`config.mk`:
```
export PLATFORM = sky130hd
export DESIGN_NAME = bsu_top
export DESIGN_NICKNAME = d
export VERILOG_FILES = /design/src/verilog/bsu_pkg.sv /design/src/verilog/bsu_decode.sv /design/src/verilog/bsu_alu.sv /design/src/verilog/bsu_top.sv
export SDC_FILE = /design/constraint.sdc
export NUM_CORES = 1
export LEC_CHECK = 0
export BUFFER_PORTS_ARGS = -buffer_cell sky130_fd_sc_hd__buf_2
export CORE_ASPECT_RATIO = 0.7
export CORE_MARGIN = 2
export CORE_UTILIZATION = 35
export DETAILED_ROUTE_END_ITERATION = 6
export GPL_TIMING_DRIVEN = 0
export HOLD_SLACK_MARGIN = 0.02
export MAX_ROUTING_LAYER = met4
export PLACE_DENSITY = 0.53
export SETUP_SLACK_MARGIN = 0.02
export SYNTH_ARGS = -nofsm -noshare
export SYNTH_HDL_FRONTEND = slang
export SYNTH_SLANG_ARGS = --single-unit
```
`constraint.sdc`:
```
create_clock -name CLK -period 2.8 [get_ports CLK]
set_input_delay 0.14 -clock CLK [delete_from_list [all_inputs] [get_ports CLK]]
set_output_delay 0.14 -clock CLK [all_outputs]
set_load 0.01 [all_outputs]
```
`src/verilog/bsu_pkg.sv`:
```
// Purpose: shared constants for the branch, skip and bit execution unit
// Assumes: 16-bit instruction words, 8-bit data, status register layout I T H S V N Z C
// Notes: opcode patterns are matched as (instr & mask) == pattern, except PAT_GIE, which is compared with the whole word
package bsu_pkg;

  // ----------------------------------------------------------------
  // status register bit positions
  // ----------------------------------------------------------------
  localparam int FLAG_C = 0;
  localparam int FLAG_Z = 1;
  localparam int FLAG_N = 2;
  localparam int FLAG_V = 3;
  localparam int FLAG_S = 4;
  localparam int FLAG_H = 5;
  localparam int FLAG_T = 6;
  localparam int FLAG_I = 7;

  // ----------------------------------------------------------------
  // opcode masks and patterns
  // ----------------------------------------------------------------
  localparam logic [15:0] MASK_CMPI = 16'hf000;
  localparam logic [15:0] PAT_CMPI = 16'h3000;
  localparam logic [15:0] MASK_SKIP_REG = 16'hfc08;
  localparam logic [15:0] PAT_SKIP_REG = 16'hfc00;
  localparam logic [15:0] MASK_SKIP_IO = 16'hfd00;
  localparam logic [15:0] PAT_SKIP_IO = 16'h9900;
  localparam logic [15:0] MASK_BRANCH = 16'hf800;
  localparam logic [15:0] PAT_BRANCH = 16'hf000;
  localparam logic [15:0] MASK_IO_BIT = 16'hfd00;
  localparam logic [15:0] PAT_IO_BIT = 16'h9800;
  localparam logic [15:0] MASK_ADD = 16'hfc00;
  localparam logic [15:0] PAT_SHL = 16'h0c00;
  localparam logic [15:0] PAT_ROTL = 16'h1c00;
  localparam logic [15:0] MASK_ONE = 16'hfe0f;
  localparam logic [15:0] PAT_SHR = 16'h9406;
  localparam logic [15:0] PAT_ROTR = 16'h9407;
  localparam logic [15:0] PAT_SHRA = 16'h9405;
  localparam logic [15:0] PAT_SWAP = 16'h9402;
  localparam logic [15:0] MASK_BITT = 16'hfe08;
  localparam logic [15:0] PAT_TSAVE = 16'hfa00;
  localparam logic [15:0] PAT_TLOAD = 16'hf800;
  localparam logic [15:0] PAT_GIE = 16'h9478;
  localparam logic [4:0] CMPI_REG_BASE = 5'h10;

  // ----------------------------------------------------------------
  // software port offsets and reset values
  // ----------------------------------------------------------------
  localparam logic [3:0] OFS_STATUS = 4'h0;
  localparam logic [3:0] OFS_PC_LO = 4'h1;
  localparam logic [3:0] OFS_PC_HI = 4'h2;
  localparam logic [3:0] OFS_CTRL = 4'h3;
  localparam logic [3:0] OFS_COUNT = 4'h4;
  localparam int CTRL_ENABLE = 0;
  localparam logic [7:0] RST_STATUS = 8'h00;
  localparam logic [7:0] RST_CTRL = 8'h01;

  // ----------------------------------------------------------------
  // timing counts (extra cycles beyond the first)
  // ----------------------------------------------------------------
  localparam logic [1:0] EXTRA_BRANCH = 2'h1;
  localparam logic [1:0] EXTRA_SKIP1 = 2'h1;
  localparam logic [1:0] EXTRA_SKIP2 = 2'h2;
  localparam logic [1:0] EXTRA_IO_BIT = 2'h1;

  typedef enum logic [3:0] {
    BSU_OP_NONE = 4'b0000,
    BSU_OP_CMPI = 4'b0001,
    BSU_OP_SKIP_REG = 4'b0010,
    BSU_OP_SKIP_IO = 4'b0011,
    BSU_OP_BRANCH = 4'b0100,
    BSU_OP_IO_BIT = 4'b0101,
    BSU_OP_SHL = 4'b0110,
    BSU_OP_SHR = 4'b0111,
    BSU_OP_ROTL = 4'b1000,
    BSU_OP_ROTR = 4'b1001,
    BSU_OP_SHRA = 4'b1010,
    BSU_OP_SWAP = 4'b1011,
    BSU_OP_TSAVE = 4'b1100,
    BSU_OP_TLOAD = 4'b1101,
    BSU_OP_GIE = 4'b1110
  } bsu_op_t;

  typedef enum logic [1:0] {
    BSU_ST_IDLE = 2'b00,
    BSU_ST_WAIT = 2'b01,
    BSU_ST_OFF = 2'b10
  } bsu_state_t;

endpackage

```
`src/verilog/bsu_decode.sv`:
```
// Purpose: classify an instruction word and extract its fields
// Assumes: purely combinational, same clock domain as the caller
// Notes: shift forms built on add are only recognised when both operands match
module bsu_decode (
  // instruction
  input wire logic [15:0] instr,
  // decoded fields
  output bsu_pkg::bsu_op_t op,
  output logic [4:0] reg_addr,
  output logic [4:0] io_addr,
  output logic [2:0] bit_sel,
  output logic [7:0] imm,
  output logic [6:0] koff,
  output logic want_set
);
  import bsu_pkg::*;

  function automatic logic hit(input logic [15:0] w, input logic [15:0] m,
                               input logic [15:0] p);
    hit = (w & m) == p;
  endfunction

  logic same_ops;

  assign same_ops = ({instr[9], instr[3:0]} == instr[8:4]);
  assign bit_sel = instr[2:0];
  assign io_addr = instr[7:3];
  assign imm = {instr[11:8], instr[3:0]};
  assign koff = instr[9:3];

  always_comb begin
    op = BSU_OP_NONE;
    reg_addr = instr[8:4];
    want_set = 1'b0;
    if (hit(instr, MASK_CMPI, PAT_CMPI)) begin
      op = BSU_OP_CMPI;
      reg_addr = CMPI_REG_BASE | {1'b0, instr[7:4]};
    end else if (hit(instr, MASK_SKIP_REG, PAT_SKIP_REG)) begin
      op = BSU_OP_SKIP_REG;
      want_set = instr[9];
    end else if (hit(instr, MASK_SKIP_IO, PAT_SKIP_IO)) begin
      op = BSU_OP_SKIP_IO;
      want_set = instr[9];
    end else if (hit(instr, MASK_BRANCH, PAT_BRANCH)) begin
      op = BSU_OP_BRANCH;
      want_set = ~instr[10];
    end else if (hit(instr, MASK_IO_BIT, PAT_IO_BIT)) begin
      op = BSU_OP_IO_BIT;
      want_set = instr[9];
    end else if (hit(instr, MASK_ADD, PAT_SHL) && same_ops) begin
      op = BSU_OP_SHL;
    end else if (hit(instr, MASK_ADD, PAT_ROTL) && same_ops) begin
      op = BSU_OP_ROTL;
    end else if (hit(instr, MASK_ONE, PAT_SHR)) begin
      op = BSU_OP_SHR;
    end else if (hit(instr, MASK_ONE, PAT_ROTR)) begin
      op = BSU_OP_ROTR;
    end else if (hit(instr, MASK_ONE, PAT_SHRA)) begin
      op = BSU_OP_SHRA;
    end else if (hit(instr, MASK_ONE, PAT_SWAP)) begin
      op = BSU_OP_SWAP;
    end else if (hit(instr, MASK_BITT, PAT_TSAVE)) begin
      op = BSU_OP_TSAVE;
    end else if (hit(instr, MASK_BITT, PAT_TLOAD)) begin
      op = BSU_OP_TLOAD;
    end else if (instr == PAT_GIE) begin
      op = BSU_OP_GIE;
    end
  end

endmodule

```
`src/verilog/bsu_alu.sv`:
```
// Purpose: compare-with-immediate, shifts, rotates and nibble swap
// Assumes: combinational; status register supplied by the caller
// Notes: flags not touched by an operation pass through unchanged
module bsu_alu (
  // operands
  input wire bsu_pkg::bsu_op_t op,
  input wire logic [7:0] a,
  input wire logic [7:0] imm,
  input wire logic [7:0] flags_in,
  // results
  output logic [7:0] result,
  output logic [7:0] flags_out
);
  import bsu_pkg::*;

  logic [7:0] r;
  logic c;
  logic n;
  logic v;

  always_comb begin
    r = a;
    c = flags_in[FLAG_C];
    flags_out = flags_in;
    case (op)
      BSU_OP_CMPI: begin
        r = a - imm;
        c = (~a[7] & imm[7]) | (imm[7] & r[7]) | (r[7] & ~a[7]);
        flags_out[FLAG_H] = (~a[3] & imm[3]) | (imm[3] & r[3]) | (r[3] & ~a[3]);
      end
      BSU_OP_SHL: begin
        r = {a[6:0], 1'b0};
        c = a[7];
        flags_out[FLAG_H] = a[3];
      end
      BSU_OP_SHR: begin
        r = {1'b0, a[7:1]};
        c = a[0];
      end
      BSU_OP_ROTL: begin
        r = {a[6:0], flags_in[FLAG_C]};
        c = a[7];
        flags_out[FLAG_H] = a[3];
      end
      BSU_OP_ROTR: begin
        r = {flags_in[FLAG_C], a[7:1]};
        c = a[0];
      end
      BSU_OP_SHRA: begin
        r = {a[7], a[7:1]};
        c = a[0];
      end
      BSU_OP_SWAP: begin
        r = {a[3:0], a[7:4]};
      end
      default: begin
        r = a;
      end
    endcase
    n = r[7];
    if (op == BSU_OP_CMPI) begin
      v = (a[7] & ~imm[7] & ~r[7]) | (~a[7] & imm[7] & r[7]);
    end else begin
      v = n ^ c;
    end
    if (op != BSU_OP_SWAP && op != BSU_OP_NONE) begin
      flags_out[FLAG_C] = c;
      flags_out[FLAG_Z] = (r == 8'h00);
      flags_out[FLAG_N] = n;
      flags_out[FLAG_V] = v;
      flags_out[FLAG_S] = n ^ v;
    end
    result = r;
  end

endmodule

```
`src/verilog/bsu_top.sv`:
```
// Purpose: executes compare-immediate, skips, branches, bit and shift instructions
// Assumes: the core supplies the addressed register and I/O values with ISSUE
// Notes: the unit owns the program counter and the status register
module bsu_top #(
  parameter int PC_W = 16
) (
  // clock and reset
  input wire logic CLK,
  input wire logic RST,
  // instruction issue
  input wire logic ISSUE,
  input wire logic [15:0] INSTR,
  input wire logic [7:0] RD_VAL,
  input wire logic [7:0] IO_VAL,
  input wire logic NEXT_TWO_WORD,
  output logic READY,
  output logic DONE,
  output logic UNKNOWN,
  // register file write
  output logic REG_WE,
  output logic [4:0] REG_ADDR,
  output logic [7:0] REG_WDATA,
  // i/o space write
  output logic IO_WE,
  output logic [4:0] IO_ADDR,
  output logic [7:0] IO_WDATA,
  // core state
  output logic [PC_W-1:0] PC,
  output logic [7:0] STATUS,
  // software port
  input wire logic [3:0] SW_ADDR,
  input wire logic [7:0] SW_WDATA,
  input wire logic SW_WR,
  input wire logic SW_RD,
  output logic [7:0] SW_RDATA
);
  import bsu_pkg::*;

  // ----------------------------------------------------------------
  // decode and datapath
  // ----------------------------------------------------------------
  bsu_op_t op;
  logic [4:0] dec_reg;
  logic [4:0] dec_io;
  logic [2:0] dec_bit;
  logic [7:0] dec_imm;
  logic [6:0] dec_k;
  logic dec_set;
  logic [7:0] alu_res;
  logic [7:0] alu_flags;

  bsu_decode u_decode (
    .instr(INSTR),
    .op(op),
    .reg_addr(dec_reg),
    .io_addr(dec_io),
    .bit_sel(dec_bit),
    .imm(dec_imm),
    .koff(dec_k),
    .want_set(dec_set)
  );

  bsu_alu u_alu (
    .op(op),
    .a(RD_VAL),
    .imm(dec_imm),
    .flags_in(STATUS),
    .result(alu_res),
    .flags_out(alu_flags)
  );

  // ----------------------------------------------------------------
  // condition evaluation
  // ----------------------------------------------------------------
  logic take;
  logic start;
  logic is_shift;
  logic [1:0] next_extra;
  logic [PC_W-1:0] next_pc;
  logic [PC_W-1:0] k_ext;
  logic [7:0] io_mod;

  assign start = ISSUE && READY;
  assign k_ext = {{(PC_W-7){dec_k[6]}}, dec_k};
  assign is_shift = (op == BSU_OP_SHL) || (op == BSU_OP_SHR) || (op == BSU_OP_ROTL) ||
                    (op == BSU_OP_ROTR) || (op == BSU_OP_SHRA) || (op == BSU_OP_SWAP);

  always_comb begin
    io_mod = IO_VAL;
    io_mod[dec_bit] = dec_set;
  end

  always_comb begin
    case (op)
      BSU_OP_SKIP_REG: take = (RD_VAL[dec_bit] == dec_set);
      BSU_OP_SKIP_IO: take = (IO_VAL[dec_bit] == dec_set);
      // bit s of status picks C, Z, N, V, S, H, T or I
      BSU_OP_BRANCH: take = (STATUS[dec_bit] == dec_set);
      default: take = 1'b0;
    endcase
  end

  always_comb begin
    next_pc = PC + {{(PC_W-1){1'b0}}, 1'b1};
    next_extra = 2'h0;
    case (op)
      BSU_OP_SKIP_REG, BSU_OP_SKIP_IO: begin
        if (take) begin
          next_pc = PC + (NEXT_TWO_WORD ? PC_W'(3) : PC_W'(2));
          next_extra = NEXT_TWO_WORD ? EXTRA_SKIP2 : EXTRA_SKIP1;
        end
      end
      BSU_OP_BRANCH: begin
        if (take) begin
          next_pc = PC + k_ext + {{(PC_W-1){1'b0}}, 1'b1};
          next_extra = EXTRA_BRANCH;
        end
      end
      BSU_OP_IO_BIT: begin
        next_extra = EXTRA_IO_BIT;
      end
      default: begin
        next_extra = 2'h0;
      end
    endcase
  end

  // ----------------------------------------------------------------
  // sequencing
  // ----------------------------------------------------------------
  bsu_state_t state;
  bsu_state_t next_state;
  logic [1:0] extra;
  logic [7:0] ctrl;
  logic io_pending;

  always_comb begin
    next_state = state;
    case (state)
      BSU_ST_IDLE: begin
        if (start && next_extra != 2'h0) begin
          next_state = BSU_ST_WAIT;
        end else if (!ctrl[CTRL_ENABLE]) begin
          next_state = BSU_ST_OFF;
        end
      end
      BSU_ST_WAIT: begin
        if (extra == 2'h1) begin
          next_state = ctrl[CTRL_ENABLE] ? BSU_ST_IDLE : BSU_ST_OFF;
        end
      end
      BSU_ST_OFF: begin
        if (ctrl[CTRL_ENABLE]) begin
          next_state = BSU_ST_IDLE;
        end
      end
      default: begin
        next_state = BSU_ST_IDLE;
      end
    endcase
  end

  always_ff @(posedge CLK or posedge RST) begin
    if (RST) begin
      state <= BSU_ST_IDLE;
      extra <= 2'h0;
    end else begin
      state <= next_state;
      if (state == BSU_ST_IDLE && start) begin
        extra <= next_extra;
      end else if (extra != 2'h0) begin
        extra <= extra - 2'h1;
      end
    end
  end

  // ready mirrors the state to come so that it sits in a flip-flop
  always_ff @(posedge CLK or posedge RST) begin
    if (RST) begin
      READY <= 1'b0;
    end else begin
      READY <= (next_state == BSU_ST_IDLE) && ctrl[CTRL_ENABLE];
    end
  end

  // done pulses in the cycle after the last clock edge of every instruction
  always_ff @(posedge CLK or posedge RST) begin
    if (RST) begin
      DONE <= 1'b0;
      UNKNOWN <= 1'b0;
    end else begin
      DONE <= (start && next_extra == 2'h0) || (state == BSU_ST_WAIT && extra == 2'h1);
      UNKNOWN <= start && (op == BSU_OP_NONE);
    end
  end

  // ----------------------------------------------------------------
  // program counter
  // ----------------------------------------------------------------
  always_ff @(posedge CLK or posedge RST) begin
    if (RST) begin
      PC <= '0;
    end else if (start) begin
      PC <= next_pc;
    end else if (SW_WR && SW_ADDR == OFS_PC_LO) begin
      PC <= {PC[PC_W-1:8], SW_WDATA};
    end else if (SW_WR && SW_ADDR == OFS_PC_HI) begin
      PC <= {SW_WDATA[PC_W-9:0], PC[7:0]};
    end
  end

  // ----------------------------------------------------------------
  // status register
  // ----------------------------------------------------------------
  always_ff @(posedge CLK or posedge RST) begin
    if (RST) begin
      STATUS <= RST_STATUS;
    end else if (start) begin
      case (op)
        BSU_OP_CMPI: STATUS <= alu_flags;
        BSU_OP_SHL, BSU_OP_SHR: STATUS <= alu_flags;
        BSU_OP_ROTL, BSU_OP_ROTR: STATUS <= alu_flags;
        BSU_OP_SHRA: STATUS <= alu_flags;
        BSU_OP_TSAVE: STATUS[FLAG_T] <= RD_VAL[dec_bit];
        BSU_OP_GIE: STATUS[FLAG_I] <= 1'b1;
        default: STATUS <= STATUS;
      endcase
    end else if (SW_WR && SW_ADDR == OFS_STATUS) begin
      STATUS <= SW_WDATA;
    end
  end

  // ----------------------------------------------------------------
  // register file write-back
  // ----------------------------------------------------------------
  always_ff @(posedge CLK or posedge RST) begin
    if (RST) begin
      REG_WE <= 1'b0;
      REG_ADDR <= 5'h00;
      REG_WDATA <= 8'h00;
    end else begin
      REG_WE <= start && (is_shift || op == BSU_OP_TLOAD);
      if (start && is_shift) begin
        REG_ADDR <= dec_reg;
        REG_WDATA <= alu_res;
      end else if (start && op == BSU_OP_TLOAD) begin
        REG_ADDR <= dec_reg;
        REG_WDATA <= RD_VAL;
        REG_WDATA[dec_bit] <= STATUS[FLAG_T];
      end
    end
  end

  // ----------------------------------------------------------------
  // i/o bit write, issued in the second clock
  // ----------------------------------------------------------------
  always_ff @(posedge CLK or posedge RST) begin
    if (RST) begin
      io_pending <= 1'b0;
      IO_WE <= 1'b0;
      IO_ADDR <= 5'h00;
      IO_WDATA <= 8'h00;
    end else begin
      io_pending <= start && (op == BSU_OP_IO_BIT);
      IO_WE <= io_pending;
      if (start && op == BSU_OP_IO_BIT) begin
        IO_ADDR <= dec_io;
        IO_WDATA <= io_mod;
      end
    end
  end

  // ----------------------------------------------------------------
  // software port: control, counter and read-back
  // ----------------------------------------------------------------
  logic [7:0] count;

  always_ff @(posedge CLK or posedge RST) begin
    if (RST) begin
      ctrl <= RST_CTRL;
    end else if (SW_WR && SW_ADDR == OFS_CTRL) begin
      ctrl <= {7'h00, SW_WDATA[CTRL_ENABLE]};
    end
  end

  always_ff @(posedge CLK or posedge RST) begin
    if (RST) begin
      count <= 8'h00;
    end else if (SW_WR && SW_ADDR == OFS_COUNT) begin
      count <= 8'h00;
    end else if (start) begin
      count <= count + 8'h01;
    end
  end

  always_ff @(posedge CLK or posedge RST) begin
    if (RST) begin
      SW_RDATA <= 8'h00;
    end else if (SW_RD) begin
      case (SW_ADDR)
        OFS_STATUS: SW_RDATA <= STATUS;
        OFS_PC_LO: SW_RDATA <= PC[7:0];
        OFS_PC_HI: SW_RDATA <= 8'(PC[PC_W-1:8]);
        OFS_CTRL: SW_RDATA <= ctrl;
        OFS_COUNT: SW_RDATA <= count;
        default: SW_RDATA <= 8'h00;
      endcase
    end else begin
      SW_RDATA <= 8'h00;
    end
  end

endmodule

```
# ---- Word-level counts from Yosys, hierarchy flattened
# Index checks and enable logic that the tools add are counted.
dict set report totals {
  out_inout_bits 63
  wordCells 216
  reg_bits 77
  input_bits 50
}
dict set report op_classes {
  bitwise 21
  n_mux 68
  add_sub_neg 7
  eq_ne 46
  reduce_logical 51
  order_cmp 2
}
# operator count
set ops {}
lappend ops {{16-bit 2-to-1 mux} 5}
lappend ops {{4-bit 2-to-1 mux} 14}
lappend ops {{8-bit 2-to-1 mux} 7}
lappend ops {{8-bit one-hot mux with 7 select lines} 1}
lappend ops {{11-bit == test, second input constant} 4}
lappend ops {{8-bit one-hot mux with 5 select lines} 1}
lappend ops {{16-bit by 1-bit adder with 16-bit output, second input constant} 2}
lappend ops {{16-bit one-hot mux with 2 select lines} 1}
lappend ops {{4-bit == test, second input constant} 7}
lappend ops {{7-bit == test, second input constant} 3}
lappend ops {{4-bit by 2-bit == test with 1-bit output, second input constant} 5}
lappend ops {{4-bit by 3-bit == test with 1-bit output, second input constant} 5}
lappend ops {{1-bit logical AND} 20}
lappend ops {{5-bit 2-to-1 mux} 4}
lappend ops {{2-bit 2-to-1 mux} 9}
lappend ops {{16-bit adder} 1}
lappend ops {{16-bit by 2-bit adder with 16-bit output} 1}
lappend ops {{8-bit bitwise mux} 2}
lappend ops {{16-bit == test, second input constant} 1}
lappend ops {{8-bit == test, second input constant} 2}
lappend ops {{2-bit nonzero test} 8}
lappend ops {{1-bit 2-to-1 mux} 14}
lappend ops {{2-bit one-hot mux with 3 select lines} 2}
lappend ops {{1-bit bitwise AND} 9}
lappend ops {{35 further kinds} 67}

# ---- Depth between registers and ports, before layout
dict set report depth {
  depth_word 25
  ltp_mapped 19
}

# ---- Hierarchy
# A second synthesis with hierarchy kept.
dict set report unflattened {
  cells_unflattened 983
  area_unflattened_um2 7684.9
}
# module seq_area_each_um2 n_inst cells_each area_per_inst_um2
set modules_own_cells {}
lappend modules_own_cells {bsu_top 1928.1 1 707 5875.6}
lappend modules_own_cells {bsu_alu 0.0 1 193 1236.2}
lappend modules_own_cells {bsu_decode 0.0 1 83 573.0}

# ---- Least setup slack after synthesis
# OpenSTA, ideal clock, no wires.
dict set report synth_timing {
  path_type {input -> register}
  from {in INSTR[1]}
  to {reg STATUS[4]}
  path_slack_ns -0.718
  setup_ns 0.082
  path_stages 19
  arrival_ns 3.436
  t_required_ns 2.718
  path_cell_list {buf_2 -> buf_4 -> buf_4 -> inv_1 -> ha_1 -> a21o_1 -> a21o_1 -> a21oi_1 -> nor2b_1 -> o21ai_0 -> nand2b_1 -> a21oi_1 -> fa_1 -> o22ai_1 -> a211oi_1 -> a211oi_1 -> mux2i_1 -> o211ai_1 -> a31oi_1}
}
dict set report synth_between {
  elab_chain_len 25
  word_cells_on_any_way 55
}
# element line_no
set synth_lines {}
lappend synth_lines {{from (decl)} bsu_top.sv:12} ;# input wire logic [15:0] INSTR,
lappend synth_lines {{16-bit == test} bsu_decode.sv:66} ;# end else if (instr == PAT_GIE) begin
lappend synth_lines {{4-bit 2-to-1 mux} bsu_decode.sv:66}
lappend synth_lines {{4-bit 2-to-1 mux} bsu_decode.sv:64} ;# end else if (hit(instr, MASK_BITT, PAT_TLOAD)) begin
lappend synth_lines {{4-bit 2-to-1 mux} bsu_decode.sv:62} ;# end else if (hit(instr, MASK_BITT, PAT_TSAVE)) begin
lappend synth_lines {{4-bit 2-to-1 mux} bsu_decode.sv:60} ;# end else if (hit(instr, MASK_ONE, PAT_SWAP)) begin
lappend synth_lines {{4-bit 2-to-1 mux} bsu_decode.sv:58} ;# end else if (hit(instr, MASK_ONE, PAT_SHRA)) begin
lappend synth_lines {{4-bit 2-to-1 mux} bsu_decode.sv:56} ;# end else if (hit(instr, MASK_ONE, PAT_ROTR)) begin
lappend synth_lines {{4-bit 2-to-1 mux} bsu_decode.sv:54} ;# end else if (hit(instr, MASK_ONE, PAT_SHR)) begin
lappend synth_lines {{[9 not listed]} n/a}
lappend synth_lines {{1-bit NOT} bsu_alu.sv:62} ;# v = (a[7] & ~imm[7] & ~r[7]) | (~a[7] & imm[7] & r[7]);
lappend synth_lines {{1-bit bitwise AND} bsu_alu.sv:62}
lappend synth_lines {{1-bit bitwise OR} bsu_alu.sv:62}
lappend synth_lines {{1-bit 2-to-1 mux} bsu_alu.sv:61} ;# if (op == BSU_OP_CMPI) begin
lappend synth_lines {{1-bit bitwise XOR} bsu_alu.sv:71} ;# flags_out[FLAG_S] = n ^ v;
lappend synth_lines {{5-bit 2-to-1 mux} bsu_alu.sv:66} ;# if (op != BSU_OP_SWAP && op != BSU_OP_NONE) begin
lappend synth_lines {{6-bit 2-to-1 mux} bsu_top.sv:219} ;# case (op)
lappend synth_lines {{8-bit 2-to-1 mux} bsu_top.sv:218} ;# end else if (start) begin
lappend synth_lines {{to (signal assigned)} bsu_top.sv:220} ;# BSU_OP_CMPI: STATUS <= alu_flags;
lappend synth_lines {{to (signal assigned)} bsu_top.sv:221} ;# BSU_OP_SHL, BSU_OP_SHR: STATUS <= alu_flags;
lappend synth_lines {{to (signal assigned)} bsu_top.sv:222} ;# BSU_OP_ROTL, BSU_OP_ROTR: STATUS <= alu_flags;
lappend synth_lines {{to (decl)} bsu_top.sv:29} ;# output logic [7:0] STATUS,
# Parallel ways exist; a longest one is shown, timed or not. The select of a mux whose other input is x is not followed.
# A chain may end at the register's enable or synchronous reset.

# ---- Worst setup path in the final report
dict set report layout_timing {
  from {reg PC[6]}
  to {reg PC[15]}
}
dict set report layout_between {
  elab_chain_len 5
  word_cells_on_any_way 8
}
# element line_no
set layout_lines {}
lappend layout_lines {{from (decl)} bsu_top.sv:28} ;# output logic [PC_W-1:0] PC,
lappend layout_lines {{from (signal assigned)} bsu_top.sv:204} ;# PC <= next_pc;
lappend layout_lines {{from (signal assigned)} bsu_top.sv:206} ;# PC <= {PC[PC_W-1:8], SW_WDATA};
lappend layout_lines {{from (signal assigned)} bsu_top.sv:208} ;# PC <= {SW_WDATA[PC_W-9:0], PC[7:0]};
lappend layout_lines {{16-bit adder} bsu_top.sv:115} ;# next_pc = PC + k_ext + {{(PC_W-1){1'b0}}, 1'b1};
lappend layout_lines {{16-bit by 1-bit adder with 16-bit output} bsu_top.sv:115}
lappend layout_lines {{16-bit 2-to-1 mux} bsu_top.sv:114} ;# if (take) begin
lappend layout_lines {{16-bit one-hot mux with 2 select lines (*)} bsu_top.sv:106} ;# case (op)
lappend layout_lines {{16-bit 2-to-1 mux (*)} bsu_top.sv:203} ;# end else if (start) begin
# Every way passes the cells marked *; elsewhere a longest branch is shown, timed or not.

==> run_results.csv <==
group,metric,value,unit
status,status,"completed",
sta,layout_min_cycle_time,2.75,ns
route,dr_wl_met2,9880,um
setup_path,required,3.07,ns
sta,setup-violations-final,0,
cts,insertion_delay,0.36,ns
floorplanning,die_w,173,um
global_routing,grt_pass1_wl,39900,um
final_layout,area_delta_synth_final,22.2,%
route,drt_iter0_drc,889,
logic_synthesis,synth_area,0.00696,mm2
logic_synthesis,ys_types,87,
setup_path,crit_type,"flop to flop",
power,p_leak,3.73,nW
global_routing,grt_pass1_vias,6787,
setup_path,crit_arrival,3.02,ns
logic_synthesis,synth_edf_count,0,
floorplanning,ioPinCount,113,
final_layout,fill_cells,2046,
worst_hold_path,hold_class,"input pin to flop",
setup_path,cp_max_fo,10,
setup_path,cp-end-kind,"flop",
run,cap_violations,0,
setup_path,cp-start-kind,"flop",
floorplanning,num_rows,43,
route,wl_met1,13200,um
floorplanning,core-area,0.0196,mm2
final_layout,drive_gt1_share,24.4,%
sta,worstMarginPinSlew,1.22,ns
global_routing,antenna_found_initial,0,
route,antenna_left,0,
global_routing,grt-ovfl-total,0,
setup_path,ff2ff_path_depth,9,
logic_synthesis,synthCells,834,
sta,hold_violations,0,
route,vias_per_cell,5.79,
sta,rsz0062_at_grt,"true",
sta,skew,0.0140,ns
cts,path_clk_slew,0.07,ns
placement,dp_hpwl,19900,um
power,p_per_area,637,mW/mm2
route,drc,0,
sta,max_freq,0.364,GHz
logic_synthesis,synthArstFlopShare,100,%
route,vias,7212,
global_routing,grt_max_degree,62,
route,wirelength,25700,um
final_layout,antenna_cells,0,
cts,cts_num_sinks,77,
sta,finalCritPeriodShare,98.2,%
power,p_total,5.42,mW
global_routing,grt_usage,25.3,%
sta,finalSetupTns,0,ns
power,peakVddDrop,0.000272,V
worst_hold_path,whs_path_depth,3,
logic_synthesis,synth_seq_cells,77,
logic_synthesis,synth_ff_type,"dfrtp_1",
cts,cts_inserted_buffers,9,
floorplanning,dieArea,0.0210,mm2
sta,max_slew_margin,18.0,%
floorplanning,die_y,122,um
route,dr.pass1.iters,5,
logic_synthesis,postSynthAreaPerCell,8.34,um2
cts,htree_num_levels,3,
cts,clockRootBuffer,"clkbuf_16",
route,met3WireLength,2260,um
logic_synthesis,synth_warnings,0,
route,topRoutingLayerUsed,"met4",
cts,cts_buffer_depth,2,
placement,place_congestion,0.928,
final_layout,nets,1055,
logic_synthesis,synthesis.nets,919,
route,wire_per_inst,20.7,um
sta,drv_slew,0,
floorplanning,start_util,35.4,%
cts,tritoncts,"done",
placement,port_buffers,109,
logic_synthesis,synth_seq_area_share,27.7,%
[critical path, stage by stage, from the launching register on]
cell and delay, ns:
dfrtp_1 0.37, clkbuf_1 0.45, and4_1 0.31, nand3_1 0.22
nor3_2 0.36, nand2_1 0.09, mux2_2 0.30, a211o_1 0.29
o2111ai_1 0.09, a2bb2oi_1 0.19
[cell type report]
type | count | area, um2 | area share (%)
repair buffers | 128 | 762 | 8.96
well taps | 270 | 338 | 3.97
flip-flops and latches | 77 | 1930 | 22.7
clock inverters | 7 | 62.6 | 0.736
plain buffers | 43 | 213 | 2.50
multi-input cells | 683 | 4840 | 56.9
inverters | 28 | 130 | 1.53
clock buffers | 9 | 225 | 2.65
[state kept, by name, summed over array words and instances (netlist names), 2 cells and up]
register   flops
PC            16
IO_WDATA       8
REG_WDATA      8
STATUS         8
SW_RDATA       8
count          8
IO_ADDR        5
REG_ADDR       5
extra          2
state          2
[routing by layer]
metal	vias up	global-route usage [%]
li1	3395	-
met1	3434	38.8
met2	345	33.3
met3	38	5.27
met4	0	5.61
met5	-	-
[cells in the mapped netlist (16+ instances only)]
| cell type | n | area (um2) |
|---|---|---|
| nor3_1 | 25 | 125 |
| nand3_1 | 31 | 155 |
| mux2_2 | 25 | 282 |
| nor2_1 | 73 | 274 |
| a21oi_1 | 46 | 230 |
| xnor2_1 | 17 | 149 |
| inv_1 | 28 | 105 |
| dfrtp_1 | 76 | 1900 |
| mux2i_1 | 30 | 300 |
| a22oi_1 | 16 | 120 |
| o21ai_0 | 47 | 235 |
| xor2_1 | 21 | 184 |
| clkbuf_1 | 27 | 101 |
| ha_1 | 31 | 388 |
| nand2_1 | 86 | 323 |
[repair_timing]
item,in CTS,in global routing
pin swaps,9,14
hold endpoints to repair,16,0
gates cloned,0,1
hold buffers,1,0
setup endpoints to repair,7,9
buffers inserted,6,10
gates resized for setup,20,22
[stage by stage]
stage               cell area, um2  hold slack, ns  cells  worst slack, ns  util [%]
CTS                           8340          0.0596   1235           0.0305      42.5
floorplan                     7010           0.245    834           -0.221         -
global route                  8510          0.0905   1245           -0.181      43.3
detailed placement            7930          0.0978   1214           -0.776      40.4
global placement              7890           0.336   1213           -0.814      40.2
finish                        8510          0.0774   1245           0.0495      43.3
[path summary, 6_finish.rpt]
path / slack (ns) / end / start
worst min register to register: 0.35 / IO_WE / io_pending
min in group asynchronous: 0.26 / REG_WDATA[1] / RST
worst max register to register: 0.05 / PC[15] / PC[6]
worst max-delay path: 0.05 / PC[15] / PC[6]
worst min-delay path: 0.08 / extra[1] / NEXT_TWO_WORD
max in group asynchronous: 1.88 / ctrl[0] / RST
[logic make-up after synthesis]
| group | share of synthesized area (%) |
|---|---|
| buffers and inverters | 4.53 |
| AOI/OAI and AO/OA | 22.1 |
| xor gates and xnor gates | 4.78 |
| adders and majority gates | 6.72 |
| DFF | 27.7 |
| muxes | 9.17 |
| and+or+nand+nor | 25.0 |
[placed cells by master (no fill, tap or decap), types with 6 or more instances in the layout]
cell,instances
a21oi_1,44
o21a_1,7
mux2i_1,29
clkbuf_1,25
and2_1,7
a211oi_1,6
dfrtp_1,73
o211ai_1,11
nor2_1,73
nand2_1,86
a211o_1,6
clkbuf_16,10
and3_1,15
a22oi_1,16
nand2b_1,9
nand3_1,31
or3_1,12
nor3b_1,12
inv_1,22
a31oi_1,6
mux2_2,25
buf_2,112
a21o_1,11
o21ai_0,46
ha_1,26
nand4_1,11
buf_4,21
nor3_1,24
xor2_1,21
xnor2_1,17
[where the power goes]
part	total, mW	internal (mW)	switching, mW
combinational	2.61	1.05	1.56
clock	1.18	0.622	0.562
sequential	1.63	1.32	0.305
Note: power is estimated with default switching activity, not from simulation.
